File: config.mk
export PLATFORM = sky130hd
export DESIGN_NAME = csfr_bank
export DESIGN_NICKNAME = d
export VERILOG_FILES = /design/src/hw/csfr_pkg.sv /design/src/hw/csfr_bank.sv
export SDC_FILE = /design/constraint.sdc
export NUM_CORES = 1
export LEC_CHECK = 0
export BUFFER_PORTS_ARGS = -buffer_cell sky130_fd_sc_hd__buf_4
export CORE_ASPECT_RATIO = 0.8
export CORE_UTILIZATION = 30
export CTS_CLUSTER_DIAMETER = 60
export DETAILED_ROUTE_END_ITERATION = 16
export PLACE_DENSITY_LB_ADDON = 0.15
export SYNTH_ARGS = -nofsm -noshare
export SYNTH_HDL_FRONTEND = slang
export SYNTH_SLANG_ARGS = --single-unit
export TNS_END_PERCENT = 100
File: constraint.sdc
create_clock -name clk_in -period 9.2 [get_ports clk_in]
set_input_delay 1.38 -clock clk_in [delete_from_list [all_inputs] [get_ports clk_in]]
set_output_delay 1.38 -clock clk_in [all_outputs]
set_load 0.1 [all_outputs]
File: src/hw/csfr_pkg.sv
package csfr_pkg;

  // Direct SFR addresses
  localparam logic [7:0] ADDR_STACK  = 8'h81;
  localparam logic [7:0] ADDR_PTR_LO = 8'h82;
  localparam logic [7:0] ADDR_PTR_HI = 8'h83;
  localparam logic [7:0] ADDR_POWER  = 8'h87;
  localparam logic [7:0] ADDR_PAGE   = 8'hC9;
  localparam logic [7:0] ADDR_STATUS = 8'hD0;
  localparam logic [7:0] ADDR_MAIN   = 8'hE0;
  localparam logic [7:0] ADDR_AUX    = 8'hF0;

  // Status word fields
  localparam int ST_CARRY    = 7;
  localparam int ST_HALF     = 6;
  localparam int ST_USER0    = 5;
  localparam int ST_BANK_HI  = 4;
  localparam int ST_BANK_LO  = 3;
  localparam int ST_WRAP     = 2;
  localparam int ST_USER1    = 1;
  localparam int ST_PARITY   = 0;

  // Power control fields
  localparam int PC_BAUD_DBL = 7;
  localparam int PC_PTR_SEL  = 4;
  localparam int PC_SPARE_B  = 3;
  localparam int PC_SPARE_A  = 2;
  localparam int PC_HALT     = 1;
  localparam int PC_SLEEP    = 0;

  // Implemented power control bits (bit 4 only with two pointers)
  localparam logic [7:0] PC_MASK_SINGLE = 8'h8F;
  localparam logic [7:0] PC_MASK_DUAL   = 8'h9F;

  // Reset values, and the byte that a blocked code read returns
  localparam logic [7:0]  RST_MAIN   = 8'h00;
  localparam logic [7:0]  RST_AUX    = 8'h00;
  localparam logic [7:0]  RST_STATUS = 8'h00;
  localparam logic [7:0]  RST_STACK  = 8'h07;
  localparam logic [15:0] RST_PTR    = 16'h0000;
  localparam logic [7:0]  RST_POWER  = 8'h00;
  localparam logic [7:0]  RST_PAGE   = 8'h00;
  localparam logic [7:0]  BLOCKED    = 8'h00;

  typedef struct packed {
    logic [7:0] addr;
    logic       wr;
    logic [7:0] wdata;
  } csfr_access_type;

  typedef struct packed {
    logic        main_we;
    logic [7:0]  main_wdata;
    logic        flags_we;
    logic        carry;
    logic        half;
    logic        wrap;
    logic        push;
    logic        pop;
    logic        ptr_we;
    logic [15:0] ptr_wdata;
    logic        ptr_inc;
    logic [7:0]  index;
  } csfr_datapath_type;

  typedef struct packed {
    logic        rd;
    logic [15:0] pc;
    logic [15:0] addr;
    logic [7:0]  data;
  } csfr_code_type;

  typedef struct packed {
    logic [7:0]  main_operand;
    logic [7:0]  mul_div_aux;
    logic [7:0]  status_word;
    logic [7:0]  stack_top;
    logic [15:0] pointer_set_first;
    logic [15:0] pointer_set_second;
    logic [7:0]  power_control;
    logic [7:0]  ext_page;
    logic [7:0]  rdata;
    logic [15:0] ptr_view;
    logic [7:0]  bank_base;
    logic [15:0] page_addr;
    logic [7:0]  code_data;
    logic        code_valid;
    logic [15:0] lim_s1;
    logic [15:0] lim_s2;
    logic [15:0] lim_s3;
    logic [15:0] limit;
  } csfr_state_type;

endpackage

File: src/hw/csfr_bank.sv
// What this block does
// - Writes to unmapped SFR addresses do nothing; reads of them return zero.
// - Status bits 4 and 3 select one of four eight-byte register banks.
// - Status bit 0 always shows odd parity of the main operand.
// - Status bits 5 and 1 are plain user flags; 7, 6, 2 hold arithmetic flags.
// - Eight-bit stack pointer incremented before each pushed byte is stored.
// - Reset loads the stack pointer with 07H.
// - Data pointer is sixteen bits, reachable whole or as two bytes.
// - With two pointers, power bit 4 routes all pointer accesses.
// - Power bits 6, 5 and unused bit 4 read as zero.
// - Power bit 7 drives the baud doubling output to the serial block.
// - Power bits 3 and 2 are spare software flags.
// - Setting power bit 0 enters idle at once and raises the idle output.
// - Idle freezes datapath updates; SFR writes still change registers.
// - An enabled interrupt in idle clears the idle bit.
// - Hardware reset ends idle like a power-on reset.
// - Setting power bit 1 enters power-down and raises its output.
// - Both bits written together give power-down, not idle.
// - Only reset leaves power-down; SFRs then take reset values.
// - Paged external address is page register high, index low.
// - Code reads from outside the protected low region into it return 00H.
module csfr_bank #(
  parameter bit DUAL_PTR   = 1'b1,
  parameter bit PROTECT_EN = 1'b1
) (
  // Clock and reset
  input  wire logic                        clk_in,
  input  wire logic                        reset_in,
  // SFR access from the datapath
  input  wire csfr_pkg::csfr_access_type   sfr_access_in,
  output logic [7:0]                       sfr_rdata_out,
  // Dedicated datapath controls
  input  wire csfr_pkg::csfr_datapath_type datapath_in,
  input  wire logic                        wake_in,
  output logic [7:0]                       main_operand_out,
  output logic [7:0]                       status_word_out,
  output logic [7:0]                       stack_top_out,
  output logic [15:0]                      data_pointer_out,
  output logic [7:0]                       bank_base_out,
  output logic [15:0]                      page_addr_out,
  // Power indicators
  output logic                             sleep_out,
  output logic                             halt_out,
  output logic                             baud_doubler_out,
  // Code-read filter
  input  wire csfr_pkg::csfr_code_type     code_in,
  input  wire logic [15:0]                 protect_limit_in,
  output logic [7:0]                       code_data_out,
  output logic                             code_valid_out
);

  localparam logic [7:0] PC_MASK = DUAL_PTR ? csfr_pkg::PC_MASK_DUAL
                                            : csfr_pkg::PC_MASK_SINGLE;

  localparam csfr_pkg::csfr_state_type RESET_STATE = '{
    main_operand:       csfr_pkg::RST_MAIN,
    mul_div_aux:        csfr_pkg::RST_AUX,
    status_word:        csfr_pkg::RST_STATUS,
    stack_top:          csfr_pkg::RST_STACK,
    pointer_set_first:  csfr_pkg::RST_PTR,
    pointer_set_second: csfr_pkg::RST_PTR,
    power_control:      csfr_pkg::RST_POWER,
    ext_page:           csfr_pkg::RST_PAGE,
    rdata:              8'h00,
    ptr_view:           csfr_pkg::RST_PTR,
    bank_base:          8'h00,
    page_addr:          16'h0000,
    code_data:          8'h00,
    code_valid:         1'b0,
    lim_s1:             16'h0000,
    lim_s2:             16'h0000,
    lim_s3:             16'h0000,
    limit:              16'h0000
  };

  if (DUAL_PTR !== 1'b0 && DUAL_PTR !== 1'b1) begin : g_chk
    $error("DUAL_PTR must be 0 or 1");
  end

  csfr_pkg::csfr_state_type state_ff;
  csfr_pkg::csfr_state_type nxt_state;

  always_comb begin
    logic        frozen;
    logic        sel_second;
    logic [15:0] ptr;
    logic        wr;
    logic [7:0]  wd;
    logic        in_region_pc;
    logic        in_region_addr;
    nxt_state = state_ff;
    frozen = state_ff.power_control[csfr_pkg::PC_SLEEP] |
             state_ff.power_control[csfr_pkg::PC_HALT];
    sel_second = DUAL_PTR & state_ff.power_control[csfr_pkg::PC_PTR_SEL];
    ptr = sel_second ? state_ff.pointer_set_second : state_ff.pointer_set_first;
    wr = sfr_access_in.wr & ~state_ff.power_control[csfr_pkg::PC_HALT];
    wd = sfr_access_in.wdata;
    in_region_pc   = code_in.pc < state_ff.limit;
    in_region_addr = code_in.addr < state_ff.limit;

    // Limit input is static; three stages and accept once the last two agree
    nxt_state.lim_s1 = protect_limit_in;
    nxt_state.lim_s2 = state_ff.lim_s1;
    nxt_state.lim_s3 = state_ff.lim_s2;
    if (state_ff.lim_s2 == state_ff.lim_s3) begin
      nxt_state.limit = state_ff.lim_s3;
    end

    if (wake_in) begin
      nxt_state.power_control[csfr_pkg::PC_SLEEP] = 1'b0;
    end

    // Datapath updates, none while stopped
    if (!frozen) begin
      if (datapath_in.main_we) begin
        nxt_state.main_operand = datapath_in.main_wdata;
      end
      if (datapath_in.flags_we) begin
        nxt_state.status_word[csfr_pkg::ST_CARRY] = datapath_in.carry;
        nxt_state.status_word[csfr_pkg::ST_HALF]  = datapath_in.half;
        nxt_state.status_word[csfr_pkg::ST_WRAP]  = datapath_in.wrap;
      end
      if (datapath_in.push) begin
        nxt_state.stack_top = 8'(state_ff.stack_top + 8'h01);
      end else if (datapath_in.pop) begin
        nxt_state.stack_top = 8'(state_ff.stack_top - 8'h01);
      end
      if (datapath_in.ptr_we || datapath_in.ptr_inc) begin
        ptr = datapath_in.ptr_we ? datapath_in.ptr_wdata
                                 : 16'(ptr + 16'h0001);
        if (sel_second) begin
          nxt_state.pointer_set_second = ptr;
        end else begin
          nxt_state.pointer_set_first = ptr;
        end
      end
    end

    // SFR writes; unmapped addresses fall through untouched
    if (wr) begin
      unique case (sfr_access_in.addr)
        csfr_pkg::ADDR_MAIN:   nxt_state.main_operand = wd;
        csfr_pkg::ADDR_AUX:    nxt_state.mul_div_aux = wd;
        csfr_pkg::ADDR_STATUS: begin
          nxt_state.status_word[7:1] = wd[7:1];
        end
        csfr_pkg::ADDR_STACK:  nxt_state.stack_top = wd;
        csfr_pkg::ADDR_PAGE:   nxt_state.ext_page = wd;
        csfr_pkg::ADDR_PTR_LO: begin
          if (sel_second) begin
            nxt_state.pointer_set_second[7:0] = wd;
          end else begin
            nxt_state.pointer_set_first[7:0] = wd;
          end
        end
        csfr_pkg::ADDR_PTR_HI: begin
          if (sel_second) begin
            nxt_state.pointer_set_second[15:8] = wd;
          end else begin
            nxt_state.pointer_set_first[15:8] = wd;
          end
        end
        csfr_pkg::ADDR_POWER: begin
          // Set wins over a wake in the same cycle
          nxt_state.power_control = (wd & PC_MASK) |
                                    {6'h00, 2'b00};
          nxt_state.power_control[csfr_pkg::PC_SLEEP] = wd[csfr_pkg::PC_SLEEP] &
                                    ~wd[csfr_pkg::PC_HALT];
          nxt_state.power_control[csfr_pkg::PC_HALT] = wd[csfr_pkg::PC_HALT];
        end
        default: begin
        end
      endcase
    end

    // Parity tracks the operand every cycle
    nxt_state.status_word[csfr_pkg::ST_PARITY] = ^nxt_state.main_operand;

    // Registered read data
    unique case (sfr_access_in.addr)
      csfr_pkg::ADDR_MAIN:   nxt_state.rdata = state_ff.main_operand;
      csfr_pkg::ADDR_AUX:    nxt_state.rdata = state_ff.mul_div_aux;
      csfr_pkg::ADDR_STATUS: nxt_state.rdata = state_ff.status_word;
      csfr_pkg::ADDR_STACK:  nxt_state.rdata = state_ff.stack_top;
      csfr_pkg::ADDR_PAGE:   nxt_state.rdata = state_ff.ext_page;
      csfr_pkg::ADDR_PTR_LO: nxt_state.rdata = sel_second ?
                               state_ff.pointer_set_second[7:0] :
                               state_ff.pointer_set_first[7:0];
      csfr_pkg::ADDR_PTR_HI: nxt_state.rdata = sel_second ?
                               state_ff.pointer_set_second[15:8] :
                               state_ff.pointer_set_first[15:8];
      csfr_pkg::ADDR_POWER:  nxt_state.rdata = state_ff.power_control & PC_MASK;
      default:               nxt_state.rdata = 8'h00;
    endcase

    // Output copies taken from the next state so they stand in flops
    nxt_state.ptr_view = nxt_state.power_control[csfr_pkg::PC_PTR_SEL] && DUAL_PTR ?
                         nxt_state.pointer_set_second : nxt_state.pointer_set_first;
    nxt_state.bank_base = {3'b000, nxt_state.status_word[csfr_pkg::ST_BANK_HI],
                           nxt_state.status_word[csfr_pkg::ST_BANK_LO], 3'b000};
    nxt_state.page_addr = {nxt_state.ext_page, datapath_in.index};

    // Code-read filter
    nxt_state.code_valid = code_in.rd;
    if (code_in.rd) begin
      nxt_state.code_data = (PROTECT_EN && !in_region_pc && in_region_addr) ?
                            csfr_pkg::BLOCKED : code_in.data;
    end
  end

  always_ff @(posedge clk_in or posedge reset_in) begin
    if (reset_in) begin
      state_ff <= RESET_STATE;
    end else begin
      state_ff <= nxt_state;
    end
  end

  assign sfr_rdata_out    = state_ff.rdata;
  assign main_operand_out = state_ff.main_operand;
  assign status_word_out  = state_ff.status_word;
  assign stack_top_out    = state_ff.stack_top;
  assign data_pointer_out = state_ff.ptr_view;
  assign bank_base_out    = state_ff.bank_base;
  assign page_addr_out    = state_ff.page_addr;
  assign sleep_out        = state_ff.power_control[csfr_pkg::PC_SLEEP];
  assign halt_out         = state_ff.power_control[csfr_pkg::PC_HALT];
  assign baud_doubler_out = state_ff.power_control[csfr_pkg::PC_BAUD_DBL];
  assign code_data_out    = state_ff.code_data;
  assign code_valid_out   = state_ff.code_valid;

  // Checks
  property p_unmapped;
    @(posedge clk_in) disable iff (reset_in)
    sfr_access_in.wr && sfr_access_in.addr == 8'hA1 && !datapath_in.main_we
      |=> $stable(state_ff.main_operand) && $stable(state_ff.mul_div_aux)
          && $stable(state_ff.ext_page);
  endproperty
  a_unmapped: assert property (p_unmapped) else $error("unmapped write changed a register");

  property p_parity;
    @(posedge clk_in) disable iff (reset_in)
    status_word_out[0] == ^main_operand_out;
  endproperty
  a_parity: assert property (p_parity) else $error("parity bit wrong");

  property p_push;
    @(posedge clk_in) disable iff (reset_in)
    datapath_in.push && !sleep_out && !halt_out && !sfr_access_in.wr
      |=> stack_top_out == 8'($past(stack_top_out) + 8'h01);
  endproperty
  a_push: assert property (p_push) else $error("push did not increment stack");

  property p_stack_reset;
    @(posedge clk_in) $fell(reset_in) |-> stack_top_out == 8'h07 && !sleep_out && !halt_out;
  endproperty
  a_stack_reset: assert property (p_stack_reset) else $error("bad reset state");

  property p_ptr_route;
    @(posedge clk_in) disable iff (reset_in)
    DUAL_PTR && state_ff.power_control[csfr_pkg::PC_PTR_SEL] && sfr_access_in.wr && !halt_out
      && sfr_access_in.addr == csfr_pkg::ADDR_PTR_LO
      |=> $stable(state_ff.pointer_set_first)
          && state_ff.pointer_set_second[7:0] == $past(sfr_access_in.wdata);
  endproperty
  a_ptr_route: assert property (p_ptr_route) else $error("pointer write misrouted");

  property p_sleep_entry;
    @(posedge clk_in) disable iff (reset_in)
    sfr_access_in.wr && !halt_out && sfr_access_in.addr == csfr_pkg::ADDR_POWER
      && sfr_access_in.wdata[1:0] == 2'b01 |=> sleep_out && !halt_out;
  endproperty
  a_sleep_entry: assert property (p_sleep_entry) else $error("idle not entered");

  property p_halt_priority;
    @(posedge clk_in) disable iff (reset_in)
    sfr_access_in.wr && sfr_access_in.addr == csfr_pkg::ADDR_POWER
      && sfr_access_in.wdata[1:0] == 2'b11 |=> halt_out && !sleep_out;
  endproperty
  a_halt_priority: assert property (p_halt_priority) else $error("power-down lost");

  property p_wake;
    @(posedge clk_in) disable iff (reset_in)
    sleep_out && wake_in && !sfr_access_in.wr |=> !sleep_out;
  endproperty
  a_wake: assert property (p_wake) else $error("wake did not clear idle");

  property p_halt_sticky;
    @(posedge clk_in) disable iff (reset_in)
    halt_out |=> halt_out [*2];
  endproperty
  a_halt_sticky: assert property (p_halt_sticky) else $error("power-down left without reset");

  property p_protect;
    @(posedge clk_in) disable iff (reset_in)
    PROTECT_EN && code_in.rd && code_in.pc >= state_ff.limit && code_in.addr < state_ff.limit
      |=> code_valid_out && code_data_out == 8'h00;
  endproperty
  a_protect: assert property (p_protect) else $error("protected byte leaked");

  property p_page;
    @(posedge clk_in) disable iff (reset_in)
    1'b1 |=> page_addr_out[7:0] == $past(datapath_in.index);
  endproperty
  a_page: assert property (p_page) else $error("paged address low byte wrong");

  property p_reserved;
    @(posedge clk_in) disable iff (reset_in)
    sfr_access_in.addr == csfr_pkg::ADDR_POWER |=> sfr_rdata_out[6:5] == 2'b00;
  endproperty
  a_reserved: assert property (p_reserved) else $error("reserved power bits read one");

  property p_bank;
    @(posedge clk_in) disable iff (reset_in)
    sfr_access_in.wr && !halt_out && sfr_access_in.addr == csfr_pkg::ADDR_STATUS
      |=> bank_base_out == {3'b000, $past(sfr_access_in.wdata[4:3]), 3'b000};
  endproperty
  a_bank: assert property (p_bank) else $error("bank base wrong");

  property p_flags;
    @(posedge clk_in) disable iff (reset_in)
    datapath_in.flags_we && !sleep_out && !halt_out && !sfr_access_in.wr
      |=> status_word_out[7] == $past(datapath_in.carry)
          && status_word_out[6] == $past(datapath_in.half)
          && status_word_out[2] == $past(datapath_in.wrap)
          && $stable(status_word_out[5]) && $stable(status_word_out[1]);
  endproperty
  a_flags: assert property (p_flags) else $error("arithmetic or user flags wrong");

  property p_frozen;
    @(posedge clk_in) disable iff (reset_in)
    (sleep_out || halt_out) && !sfr_access_in.wr
      |=> $stable(main_operand_out) && $stable(stack_top_out) && $stable(data_pointer_out);
  endproperty
  a_frozen: assert property (p_frozen) else $error("register changed while stopped");

  property p_baud;
    @(posedge clk_in) disable iff (reset_in)
    sfr_access_in.wr && !halt_out && sfr_access_in.addr == csfr_pkg::ADDR_POWER
      |=> baud_doubler_out == $past(sfr_access_in.wdata[7]);
  endproperty
  a_baud: assert property (p_baud) else $error("baud doubler not stored");

  c_sleep_wake: cover property (@(posedge clk_in) disable iff (reset_in)
    sleep_out ##1 !sleep_out);
  c_halt: cover property (@(posedge clk_in) disable iff (reset_in) $rose(halt_out));
  c_blocked: cover property (@(posedge clk_in) disable iff (reset_in)
    code_valid_out && code_data_out == 8'h00 && state_ff.limit != 16'h0000);

endmodule

==> metrics.txt <==
outcome finished clean; largest area contributor in the netlist dfrtp_1; period utilisation layout 40.57%; drt first pass iters 5; WP data required 9520 ps; number of setup violations in the final report 0; final worst path period need 3732 ps; # IOs 202; GR Overflow Total 0; area of the multi-input gates 4324 sq um; RSZ-0062 raised after global routing no; Levels on crit path 7; WL final 30.73 mm; top cell type's share of synthesized area 46.18%; CP most frequent cell nor3b_2; number of synthesized flops with an enable pin 0; total CTS buffers 17; worst vdd ir 0.2115 mV; final hold vios 0; vias in the first global route 7,124; Top Family by Delay on Critical Path simple AND/OR/NAND/NOR gates; Worst R2R Start state_ff[133]$_DFF_PP0_; Die X-Extent 203.6 um; most common library cells after synthesis dfrtp_1 (180), nand2_1 (91), buf_4 (82); measured slew at the worst slew-check pin 1170 ps; Crit. Startpoint sfr_access_in[14]; length in cells of the worst reg-to-reg path 5; Synth Instances 963; maximum fanout count along the critical path 16; Buffers & Inverters on Critical Path 1; ant diodes 0; # rows 58; Reg clk slew, reported paths 80 ps; r2r setup slk 5820 ps; Post-synth top flop dfrtp_1; Netlist Area Pre-Place 9754 sq um; Worst R2R End data_pointer_out[2]$_DFF_PP0_; Max Cap Viol 0; filler instances 3,172; Startpoint Class primary input; worst path arrival time 4050 ps; initial antenna violation count 0; leakage 5.206 nW; Worst Setup EP data_pointer_out[2]$_DFF_PP0_; postcts setup bufs 0; post-DR vias/cell 4.980; layout cells sized above 1 27.07%; Synth area leaders dfrtp_1 (46%), buf_4 (6.3%), mux2_2 (4.7%); Chip Height 163.3 um; fin. max-slew vios 0; Clock Tree Buf Depth 2; Clock Skews 13.82 ps; initial drt markers 616; Layout area overhead 19.59%; CTS Hold Bufs 0; final cell count without fillers 1,506; IO Port Bufs 195; drt wl/cell 20.41 um; root buf cell clkbuf_16; core area 31,710 sq um; ys async rst share 100.0%; clock latency on the worst-skew pair 440 ps; All-Layer GR Usage 18.68%; post-cts resize count 0; first-pass GRT wire length 45.80 mm; Pwr Density 223.8 nW/um^2; setup_tns 0 ps; Placer Congestion 0.8657; largest net degree at the start of global routing 135; relative slew slack 21.42%; Max Clk Rate 0.2679 GHz; WHS 336.6 ps; Clock Sinks 183; Worst Setup End Kind flop; Die Footprint 33,240 sq um; final net count 1,224; Netlist cell types 67; Detailed Place HPWL 22.56 mm; Sequential cell area 4584 sq um; CTS tree yes; Syn. warnings 0; HP Class flop to flop; critical setup path kind primary input to flop; # DRC 0; H-tree depth 4; Vias 7,500; register area share after synthesis 46.99%; Mapped Avg Cell Area 10.13 sq um; count leader, synth dfrtp_1; CP Cell Sequence buf_4, nor3b_2, nor3b_2, nand3_1, nor2_1, o21ai_0, mux2_2; critical path's slowest cell nor2_1; CP max stage delay 830 ps; placed cells 1,474; Starting Density 30.76%; ANT nets after route 0; Yosys reg bits 183
==> final cells by class <==
class                           count  area share (%)
Timing Repair Buffer              206           13.26
Multi-Input combinational cell    639           37.07
Inverter                           26          0.9010
Clock buffer                       18           3.679
Tap cell                          420           4.505
Sequential cell                   183           39.30
Clock inverter                     14           1.287
==> layer usage <==
metal,GRT usage [%],part of all wire (%),wire (um),vias to the layer above
met1,29.09,52,15850,3642
met3,4.330,6.4,1980,15
met2,25.72,41,12640,273
met4,3.759,0.87,267,0
met5,0,0,0,-
li1,-,-,-,3570
==> state kept, by name, indices dropped and copies added (netlist names), 7 cells and up <==
name,count
state_ff,76
main_operand_out,8
code_data_out,8
sfr_rdata_out,8
nxt_state,32
status_word_out,7
data_pointer_out,16
stack_top_out,8
page_addr_out,15
==> worst min-delay path by stage <==
stage | startpoint | endpoint | slack [ps] | cells past startpoint
finish | nxt_state[32]$_DFF_PP0_ | nxt_state[16]$_DFF_PP0_ | 340 | 0
global route | nxt_state[32]$_DFF_PP0_ | nxt_state[16]$_DFF_PP0_ | 340 | 0
CTS | nxt_state[32]$_DFF_PP0_ | nxt_state[16]$_DFF_PP0_ | 340 | 0
detailed placement | nxt_state[32]$_DFF_PP0_ | nxt_state[16]$_DFF_PP0_ | 330 | 0
global placement | nxt_state[32]$_DFF_PP0_ | nxt_state[16]$_DFF_PP0_ | 330 | 0
floorplan | nxt_state[32]$_DFF_PP0_ | nxt_state[16]$_DFF_PP0_ | 330 | 0
==> per-stage QoR <==
step / setup slack, ps / util [%] / cell area (sq um) / total power [mW]
6_report: 5468 / 36.78 / 11660 / 2.611
5_1_grt: 5081 / 36.78 / 11660 / 2.728
4_1_cts: 5502 / 36.78 / 11660 / 2.640
3_5_place_dp: 4990 / 34.96 / 11090 / 1.886
3_3_place_gp: 5132 / 34.96 / 11090 / 1.886
2_1_floorplan: 2853 / - / 9773 / 1.706
==> power by group <==
| part | total [mW] | switching (mW) | internal (mW) |
|---|---|---|---|
| Clock | 0.736 | 0.371 | 0.365 |
| Combinational | 0.835 | 0.598 | 0.237 |
| Sequential | 1.04 | 0.126 | 0.913 |
==> cells by family after synthesis <==
group	synth area share (%)
AOI/OAI and AO/OA	13.75
xor gates and xnor gates	3.912
adders and majority gates	4.233
buffers and inverters	8.940
DFF	46.99
muxes	9.146
other	0.03844
and+or+nand+nor	12.99
==> cells in the final DEF, fill, tap and decap left out, types with 5 or more instances in the layout <==
| cell | n |
|---|---|
| a211oi_1 | 9 |
| a21o_1 | 11 |
| a21oi_1 | 51 |
| a221oi_1 | 5 |
| a22oi_1 | 12 |
| a31oi_1 | 8 |
| and2_1 | 5 |
| buf_4 | 206 |
| clkbuf_16 | 17 |
| conb_1 | 6 |
| dfrtp_1 | 179 |
| ha_1 | 33 |
| inv_1 | 23 |
| inv_8 | 6 |
| mux2_2 | 41 |
| mux2i_1 | 43 |
| nand2_1 | 91 |
| nand2b_1 | 9 |
| nand3_1 | 23 |
| nand3b_1 | 7 |
| nand4_1 | 18 |
| nor2_1 | 68 |
| nor2b_1 | 6 |
| nor3_1 | 13 |
| o211ai_1 | 9 |
| o21ai_0 | 60 |
| o22ai_1 | 14 |
| xnor2_1 | 29 |
| xor2_1 | 12 |
Note: power is estimated with default switching activity, not from simulation.
